[src/inc/chan_irq_consts.svh]
`ifndef CHAN_IRQ_CONSTS_SVH
`define CHAN_IRQ_CONSTS_SVH
// ----------------------------------------
// register offsets (byte addresses)
// ----------------------------------------
`define IRQ_EN_LOW_OFFSET 8'h60
`define IRQ_EN_HIGH_OFFSET 8'hE0
`define SRC_EN_BASE_OFFSET 8'h00
// ----------------------------------------
// field layout and reset values
// ----------------------------------------
`define IRQ_EN_FIELD_MSB 5
`define IRQ_EN_GROUP_SIZE 6
`define IRQ_EN_RESET 6'h00
`define SRC_EN_RESET 8'h00
`define ADDR_WIDTH 8
`define DATA_WIDTH 32
`define SRC_WIDTH 8
`endif

[src/inc/chan_irq_pkg.sv]
package chan_irq_pkg;
   typedef struct packed {
      logic [7:0] address;
      logic read;
      logic write;
      logic [31:0] writedata;
      logic [3:0] byteenable;
   } avalon_req_t;
   typedef struct packed {
      logic [31:0] readdata;
      logic waitrequest;
      logic readdatavalid_unused;
   } avalon_rsp_t;
   typedef enum logic [1:0] {
      ST_IDLE = 2'b01,
      ST_DONE = 2'b10
   } bus_state_t;
endpackage

[src/verilog/channel_level_interrupt_gating.sv]
// Implementation choice: register access over Avalon-MM.
`timescale 1ns/10ps
`default_nettype none
`include "chan_irq_consts.svh"
// How it works
// Register at 0x60 holds master enables of channels 5 to 0 in bits 5:0.
// Register at 0xE0 holds master enables of channels 11 to 6 in bits 5:0.
// Every enable bit is written and read back by the host.
// An enable of 0 blocks the channel, 1 opens it at channel level.
// A cleared master enable keeps all channel events off the interrupt.
// A set master enable lets any source-enabled event raise the interrupt.
// Software must also set source enables; master enable alone is silent.
// The interrupt is the OR over channels of master and gated events.
module channel_level_interrupt_gating #(
   parameter int CHANNELS = 12,
   parameter int SRC_W = `SRC_WIDTH
) (
   // clock and reset
   input wire logic clk,
   input wire logic reset_n,
   // avalon-mm slave
   input wire logic [7:0] avs_address,
   input wire logic avs_read,
   input wire logic avs_write,
   input wire logic [31:0] avs_writedata,
   input wire logic [3:0] avs_byteenable,
   output logic [31:0] avs_readdata,
   output logic avs_waitrequest,
   // per-channel pending events and source enables
   input wire logic [CHANNELS*SRC_W-1:0] src_pending,
   input wire logic [CHANNELS*SRC_W-1:0] source_irq_enable_reg,
   // host interrupt
   output logic irq
);
   localparam int GRP = `IRQ_EN_GROUP_SIZE;
   typedef struct packed {
      chan_irq_pkg::bus_state_t st;
      logic [GRP-1:0] en_low;
      logic [GRP-1:0] en_high;
      logic [31:0] rdata;
      logic busy;
      logic irq;
   } state_t;
   state_t s;
   state_t next_s;
   logic [CHANNELS-1:0] chan_active;
   logic [CHANNELS-1:0] master_en;
   logic [CHANNELS*SRC_W-1:0] src_pend_s1;
   logic [CHANNELS*SRC_W-1:0] src_pend_s2;
   logic req;
   logic hit_low;
   logic hit_high;
   logic lane_ok;
   logic [GRP-1:0] wr_field;
   logic [31:0] rd_word;
   // ----------------------------------------
   // pending events come from outside: two flops
   // ----------------------------------------
   always_ff @(posedge clk) begin
      if (!reset_n) begin
         src_pend_s1 <= '0;
         src_pend_s2 <= '0;
      end else begin
         src_pend_s1 <= src_pending;
         src_pend_s2 <= src_pend_s1;
      end
   end
   // enables per channel
   assign master_en = {s.en_high, s.en_low};
   // source enables from outside
   chan_gate #(
      .CHANNELS(CHANNELS),
      .SRC_W(SRC_W)
   ) u_gate (
      .clk(clk),
      .reset_n(reset_n),
      .master_en(master_en),
      .src_en(source_irq_enable_reg),
      .src_pending(src_pend_s2),
      .chan_active(chan_active)
   );
   assign req = avs_read | avs_write;
   // ----------------------------------------
   // address decode
   // ----------------------------------------
   // low group address
   assign hit_low = (avs_address == `IRQ_EN_LOW_OFFSET);
   // high group address
   assign hit_high = (avs_address == `IRQ_EN_HIGH_OFFSET);
   // writes need lane 0, where bits 5:0 sit
   assign lane_ok = avs_byteenable[0];
   // ----------------------------------------
   // write field and readback word
   // ----------------------------------------
   // only bits 5:0 are stored
   assign wr_field = avs_writedata[GRP-1:0];
   // readback, unused bits read zero
   always_comb begin
      rd_word = 32'h0000_0000;
      if (hit_low) begin
         rd_word[GRP-1:0] = s.en_low;
      end else if (hit_high) begin
         rd_word[GRP-1:0] = s.en_high;
      end
   end
   // ----------------------------------------
   // bus slave and interrupt
   // ----------------------------------------
   always_comb begin
      next_s = s;
      next_s.busy = 1'b1;
      // R8 or over channels
      next_s.irq = |chan_active;
      unique case (s.st)
         chan_irq_pkg::ST_IDLE: begin
            if (req) begin
               // one wait state, then the answer
               next_s.st = chan_irq_pkg::ST_DONE;
               next_s.busy = 1'b0;
               next_s.rdata = rd_word;
               // low group write
               if (avs_write && lane_ok && hit_low) begin
                  next_s.en_low = wr_field;
               end
               // high group write
               if (avs_write && lane_ok && hit_high) begin
                  next_s.en_high = wr_field;
               end
            end
         end
         chan_irq_pkg::ST_DONE: begin
            next_s.st = chan_irq_pkg::ST_IDLE;
         end
         default: begin
            next_s.st = chan_irq_pkg::ST_IDLE;
         end
      endcase
   end
   always_ff @(posedge clk) begin
      if (!reset_n) begin
         s.st <= chan_irq_pkg::ST_IDLE;
         s.en_low <= `IRQ_EN_RESET;
         s.en_high <= `IRQ_EN_RESET;
         s.rdata <= 32'h0000_0000;
         s.busy <= 1'b1;
         s.irq <= 1'b0;
      end else begin
         s <= next_s;
      end
   end
   assign avs_readdata = s.rdata;
   // ----------------------------------------
   // outputs straight from the state flops
   // ----------------------------------------
   assign avs_waitrequest = s.busy;
   assign irq = s.irq;
endmodule
`default_nettype wire

[src/verilog/chan_gate.sv]
`timescale 1ns/10ps
`default_nettype none
// per-channel gating of pending events by source and master enables
module chan_gate #(
   parameter int CHANNELS = 12,
   parameter int SRC_W = 8
) (
   // clock and reset
   input wire logic clk,
   input wire logic reset_n,
   // enables and events
   input wire logic [CHANNELS-1:0] master_en,
   input wire logic [CHANNELS*SRC_W-1:0] src_en,
   input wire logic [CHANNELS*SRC_W-1:0] src_pending,
   // result
   output logic [CHANNELS-1:0] chan_active
);
   logic [CHANNELS-1:0] next_chan_active;
   genvar g;
   generate
      for (g = 0; g < CHANNELS; g++) begin : g_ch
         // master and source gating
         assign next_chan_active[g] = master_en[g] &
            (|(src_en[g*SRC_W +: SRC_W] & src_pending[g*SRC_W +: SRC_W]));
      end
   endgenerate
   always_ff @(posedge clk) begin
      if (!reset_n) begin
         chan_active <= '0;
      end else begin
         chan_active <= next_chan_active;
      end
   end
endmodule
`default_nettype wire

[config.mk]
export PLATFORM = sky130hd
export DESIGN_NAME = channel_level_interrupt_gating
export DESIGN_NICKNAME = d
export VERILOG_FILES = /design/src/inc/chan_irq_pkg.sv /design/src/verilog/channel_level_interrupt_gating.sv /design/src/verilog/chan_gate.sv
export VERILOG_INCLUDE_DIRS = /design/src /design/src/inc
export SDC_FILE = /design/constraint.sdc
export NUM_CORES = 1
export LEC_CHECK = 0
export BUFFER_PORTS_ARGS = -buffer_cell sky130_fd_sc_hd__buf_4
export CAP_MARGIN = 20
export CORE_MARGIN = 3
export CORE_UTILIZATION = 40
export DETAILED_ROUTE_END_ITERATION = 10
export HOLD_SLACK_MARGIN = 0.12
export PLACE_DENSITY = 0.68
export SYNTH_ARGS = -nofsm -noshare
export SYNTH_HDL_FRONTEND = slang
export SYNTH_SLANG_ARGS = --single-unit
export TNS_END_PERCENT = 100
[constraint.sdc]
create_clock -name clk -period 1.8 [get_ports clk]
set_input_delay 0.36 -clock clk [delete_from_list [all_inputs] [get_ports clk]]
set_output_delay 0.36 -clock clk [all_outputs]
set_load 0.02 [all_outputs]
; Word level (Yosys, flattened, before mapping)
; Index checks and enable logic that the tools add are counted.
[word_totals]
reg_bits = 226
output_inout_bits = 34
[classes]
eq_ne = 3
mux = 3
bitwise_logic = 25
reduce_logical = 20
[op_table]
columns = cell, n
row1 = bitwise AND 8 bit, 12
row2 = OR reduction 8 bit, 12
row3 = bitwise AND 1 bit, 12
row4 = 2-to-1 mux 6 bit, 2
row5 = OR reduction 12 bit, 1
row6 = "== test 8 x 7 -> 1 bit, second input constant", 1
row7 = "== test 8 bit, second input constant", 1
row8 = AND reduction 3 bit, 2
row9 = AND reduction 2 bit, 2
row10 = logical AND 1 bit, 3
row11 = "== test 2 x 1 -> 1 bit, second input constant", 1
row12 = 2-to-1 mux 1 bit, 1
row13 = OR 1 bit, 1

; Longest topological paths before layout
[logic_depth]
word_depth = 3
ltp_mapped = 6
depth_no_buf = 4

; Modules after synthesis
; From an unflattened synthesis, not the netlist that was laid out.
[hier_totals]
hier_cells = 614
hier_area_um2 = 7073.0
[modules_own_cells]
columns = module, n_inst, cells_per_inst, area_per_inst_um2
row1 = channel_level_interrupt_gating, 1, 529, 6311.1
row2 = chan_gate, 1, 85, 762.0

; Least setup slack after synthesis
; OpenSTA, ideal clock, no wires.
[synth_path]
kind = input-to-reg
startpoint = input avs_address[1]
endpoint = register s, in the netlist avs_readdata[1]
setup_ns = 0.057
arrival_ns = 1.353
required_time_ns = 1.743
slack_ns = 0.390
cell_stages = 4
cell_sequence = nor4_4 > or4b_4 > o21ai_1 > a21o_1
[synth_between]
elab_chain_len = 3
elab_cells_between_ends = 4
[synth_rtl]
columns = item, line
row1 = start: declaration, channel_level_interrupt_gating.sv:22  ; input wire logic [7:0] avs_address,
row2 = == test 8 bit (no line), n/a
row3 = 2-to-1 mux 6 bit, channel_level_interrupt_gating.sv:102  ; end else if (hit_high) begin
row4 = 2-to-1 mux 6 bit *, channel_level_interrupt_gating.sv:100  ; if (hit_low) begin
row5 = end signal: assignment, channel_level_interrupt_gating.sv:148  ; s <= next_s;
row6 = end: declaration, channel_level_interrupt_gating.sv:44  ; state_t s;
; Mark *: on every way between the ends. The rest lies on a longest branch, timed or not.
; A chain may end at the register's enable or synchronous reset.

; Worst setup path in the final report
[layout_path]
startpoint = register s[47] (netlist bit)
endpoint = register s, in the netlist avs_readdata[1]
[layout_between]
elab_chain_len = 2
[layout_rtl]
columns = item, line
row1 = == test 2 x 1 -> 1 bit, channel_level_interrupt_gating.sv:114  ; unique case (s.st)
row2 = AND reduction 2 bit (no line), n/a
; Every way passes these cells.

==> flow_metrics.tcl <==
set metrics [dict create \
    hpwlAfterDp_mm 11.7 \
    die_x_um 139 \
    core.rowCount 47 \
    post_drt_via_cell_ratio 4.41 \
    r2r_start "s[47]" \
    finalCritPeriodShare_pct 79.7 \
    die_h_um 139 \
    track_usage_pct 16.7 \
    cp.required_ps 2230 \
    wirelength_mm 16.7 \
    finalNonFillerCells 1150 \
    dieArea_mm2 0.0192 \
    drive_gt1_share_pct 28.1 \
    grt_pass1_vias 5483 \
    drtIter0Drc 110 \
    rsz0062_at_grt "no" \
    period_minus_slack_ps 1430 \
    fin_hold_ws_ps 158 \
    syn_area_mm2 0.00703 \
    slew_headroom_pct 65.1 \
    avgSynthCellArea_um2 11.6 \
    clk_path_buf_depth 3 \
    clock_latency_ps 500 \
    ios 274 \
    p_seq_share_pct 49.4 \
    antenna_found_initial 0 \
    worstReg2RegEnd "avs_readdata[1]" \
    multi_input_area_mm2 0.00224 \
    synth_top_area_share_pct 64.4 \
    cp_max_fo 10 \
    antennaDiodeCount 0 \
    p_sw_share_pct 19.6 \
    tightest_slew_ps 524 \
    synth_area_leaders "dfxtp_1, and2_1, a22oi_1" \
    hold_viol_final 0 \
    min_path_type "primary input to flop" \
    synth_cells 607 \
    final_nets 1158 \
    cts_buffers 23 \
    cts_tree "built" \
    crit_start "s[47]" \
    max_freq_ghz 0.697 \
    numClockSinks 226 \
    cp.arrival_ps 1870 \
    synth_top_cell_by_area "dfxtp_1" \
    ant_nets 0 \
    setup_viol 0 \
    port_buffers 218 \
    drt_first_pass_iters 4 \
    worstSetupStartpointType "flop" \
    ys_types 28 \
    ctsHoldBuffers 96 \
    post-synth-top-count-cell "dfxtp_1" \
    cts_setup_buffers 0 \
    reg2regPathDepth 4 \
    cts.clk_slew.worst_paths_ps 60 \
    r2r_slack_ps 370 \
    regArea_mm2 0.00452 \
    slew_violations 0 \
    start_util_pct 41.6 \
    seq_area_frac_synth_pct 64.4 \
    synth_seq_cells 226 \
    status "complete, no violations" \
    worstSetupPathType "flop to flop" \
    p_int_w 0.00856 \
    power_frac_clock_pct 42.6 \
    coreArea_mm2 0.0169 \
    switchingPower_w 0.00209 \
    leakagePower_nw 4.65 \
    cts_htree_levels 1 \
    vias 5072 \
    synth_commonest_cells "dfxtp_1, and2_1, a22oi_1" \
    finalSetupTns_ps 0 \
    cts_root_buf "clkbuf_16" \
    cts_resized 0 \
    combPwrFrac_pct 8.1 \
    area.growth.synth_to_final_pct 48.4 \
    synth_flop_cell "dfxtp_1" \
    drc 0 \
    power_density_mw_per_mm2 1020 \
    synth_warnings 0 \
    peakVddDrop_v 0.000593 \
    drt-wirelength-per-cell_um 14.5 \
    grt_pass1_wl_mm 26.1 \
    crit_path_end_kind "flop" \
    crit_end "avs_readdata[1]" \
    grt_max_degree 61 \
    synth-edff-count 0 \
    skew_ps 18.1 \
    power_w 0.0107 \
    grt_overflow 0 \
    dp_cells 1017 \
    cap_violations 0 \
    gp_congestion 0.794 \
    n_fill_cell 1316 \
    ys_async_sr_fraction_pct 0 \
]
==> per-stage QoR <==
step / instance area [um^2] / util [%] / setup WS, ps
2_1_floorplan: 7120 / - / 390
3_3_place_gp: 8740 / 51.8 / 132
3_5_place_dp: 8740 / 51.8 / 86.6
4_1_cts: 10400 / 61.8 / 371
5_1_grt: 10400 / 61.8 / 326
6_report: 10400 / 61.8 / 365
==> worst min-delay path by stage <==
stage	startpoint	endpoint	cells past startpoint
CTS	avs_writedata[4]	master_en[4]	3
floorplan	src_pend_s1[0]	src_pend_s2[0]	1
global route	avs_writedata[0]	master_en[0]	3
global placement	src_pend_s1[26]	src_pend_s2[26]	1
finish	avs_writedata[0]	master_en[0]	3
detailed placement	src_pend_s1[67]	src_pend_s2[67]	1
==> per-layer routing <==
metal	global-route usage (%)	wire length (um)	vias to the layer above
met5	0	0	-
met4	5.36	386	0
met3	4.24	1100	29
met2	31.0	8650	179
met1	18.7	6540	2288
li1	-	-	2576
==> final cells by class <==
type | instances | area share [%]
clock buffers | 34 | 6.30
flip-flops and latches | 226 | 43.4
inverters | 2 | 0.0720
repair buffers | 319 | 25.4
multi-input cells | 346 | 21.5
clock inverters | 3 | 0.660
well taps | 220 | 2.64
==> power by group through the flow <==
stage	logic (W)	clock network, W	registers, W
2_1_floorplan	0.000326	0	0.00535
3_3_place_gp	0.000673	0	0.00536
3_5_place_dp	0.000690	0	0.00537
4_1_cts	0.000861	0.00466	0.00526
5_1_grt	0.000940	0.00487	0.00528
6_report	0.000862	0.00453	0.00526
==> worst max-delay path, stage by stage, from the launching register on <==
cell,delay [ps]
dfxtp_1,300
nand2b_4,180
or4b_4,610
o21ai_1,180
a21o_1,100
==> cells by family (layout without fill, tap and decap cells) <==
logic type,Yosys count,count (layout),share of synthesized area [%]
and+or+nand+nor,229,229,20.3
DFF,226,226,64.4
AOI/OAI and AO/OA,79,79,8.48
buffers and inverters,60,358,5.02
muxes,12,12,1.71
other,1,26,0.0534
==> flip-flops by register name, indices dropped and copies added (netlist names) <==
name and cells:
master_en 12, avs_readdata 6, irq 1, s 2
u_gate.chan_active 12, avs_waitrequest 1, src_pend_s1 96, src_pend_s2 96
==> cell usage in the layout, fill, tap and decap left out, types with 2 or more instances in the layout <==
cell and instances:
clkbuf_1 7, clkbuf_16 23, nand3_2 2, o211ai_1 6, conb_1 26, dlygate4sd3_1 96
and2_1 192, mux2i_1 12, dfxtp_1 226, clkbuf_8 4, a21o_1 6, a22oi_1 48
buf_4 222, o21ai_1 5, a41oi_1 12, nor2_1 3, bufinv_16 2, nor4_1 3
nand2_1 21, inv_1 2
(Power assumes the default switching activity.)
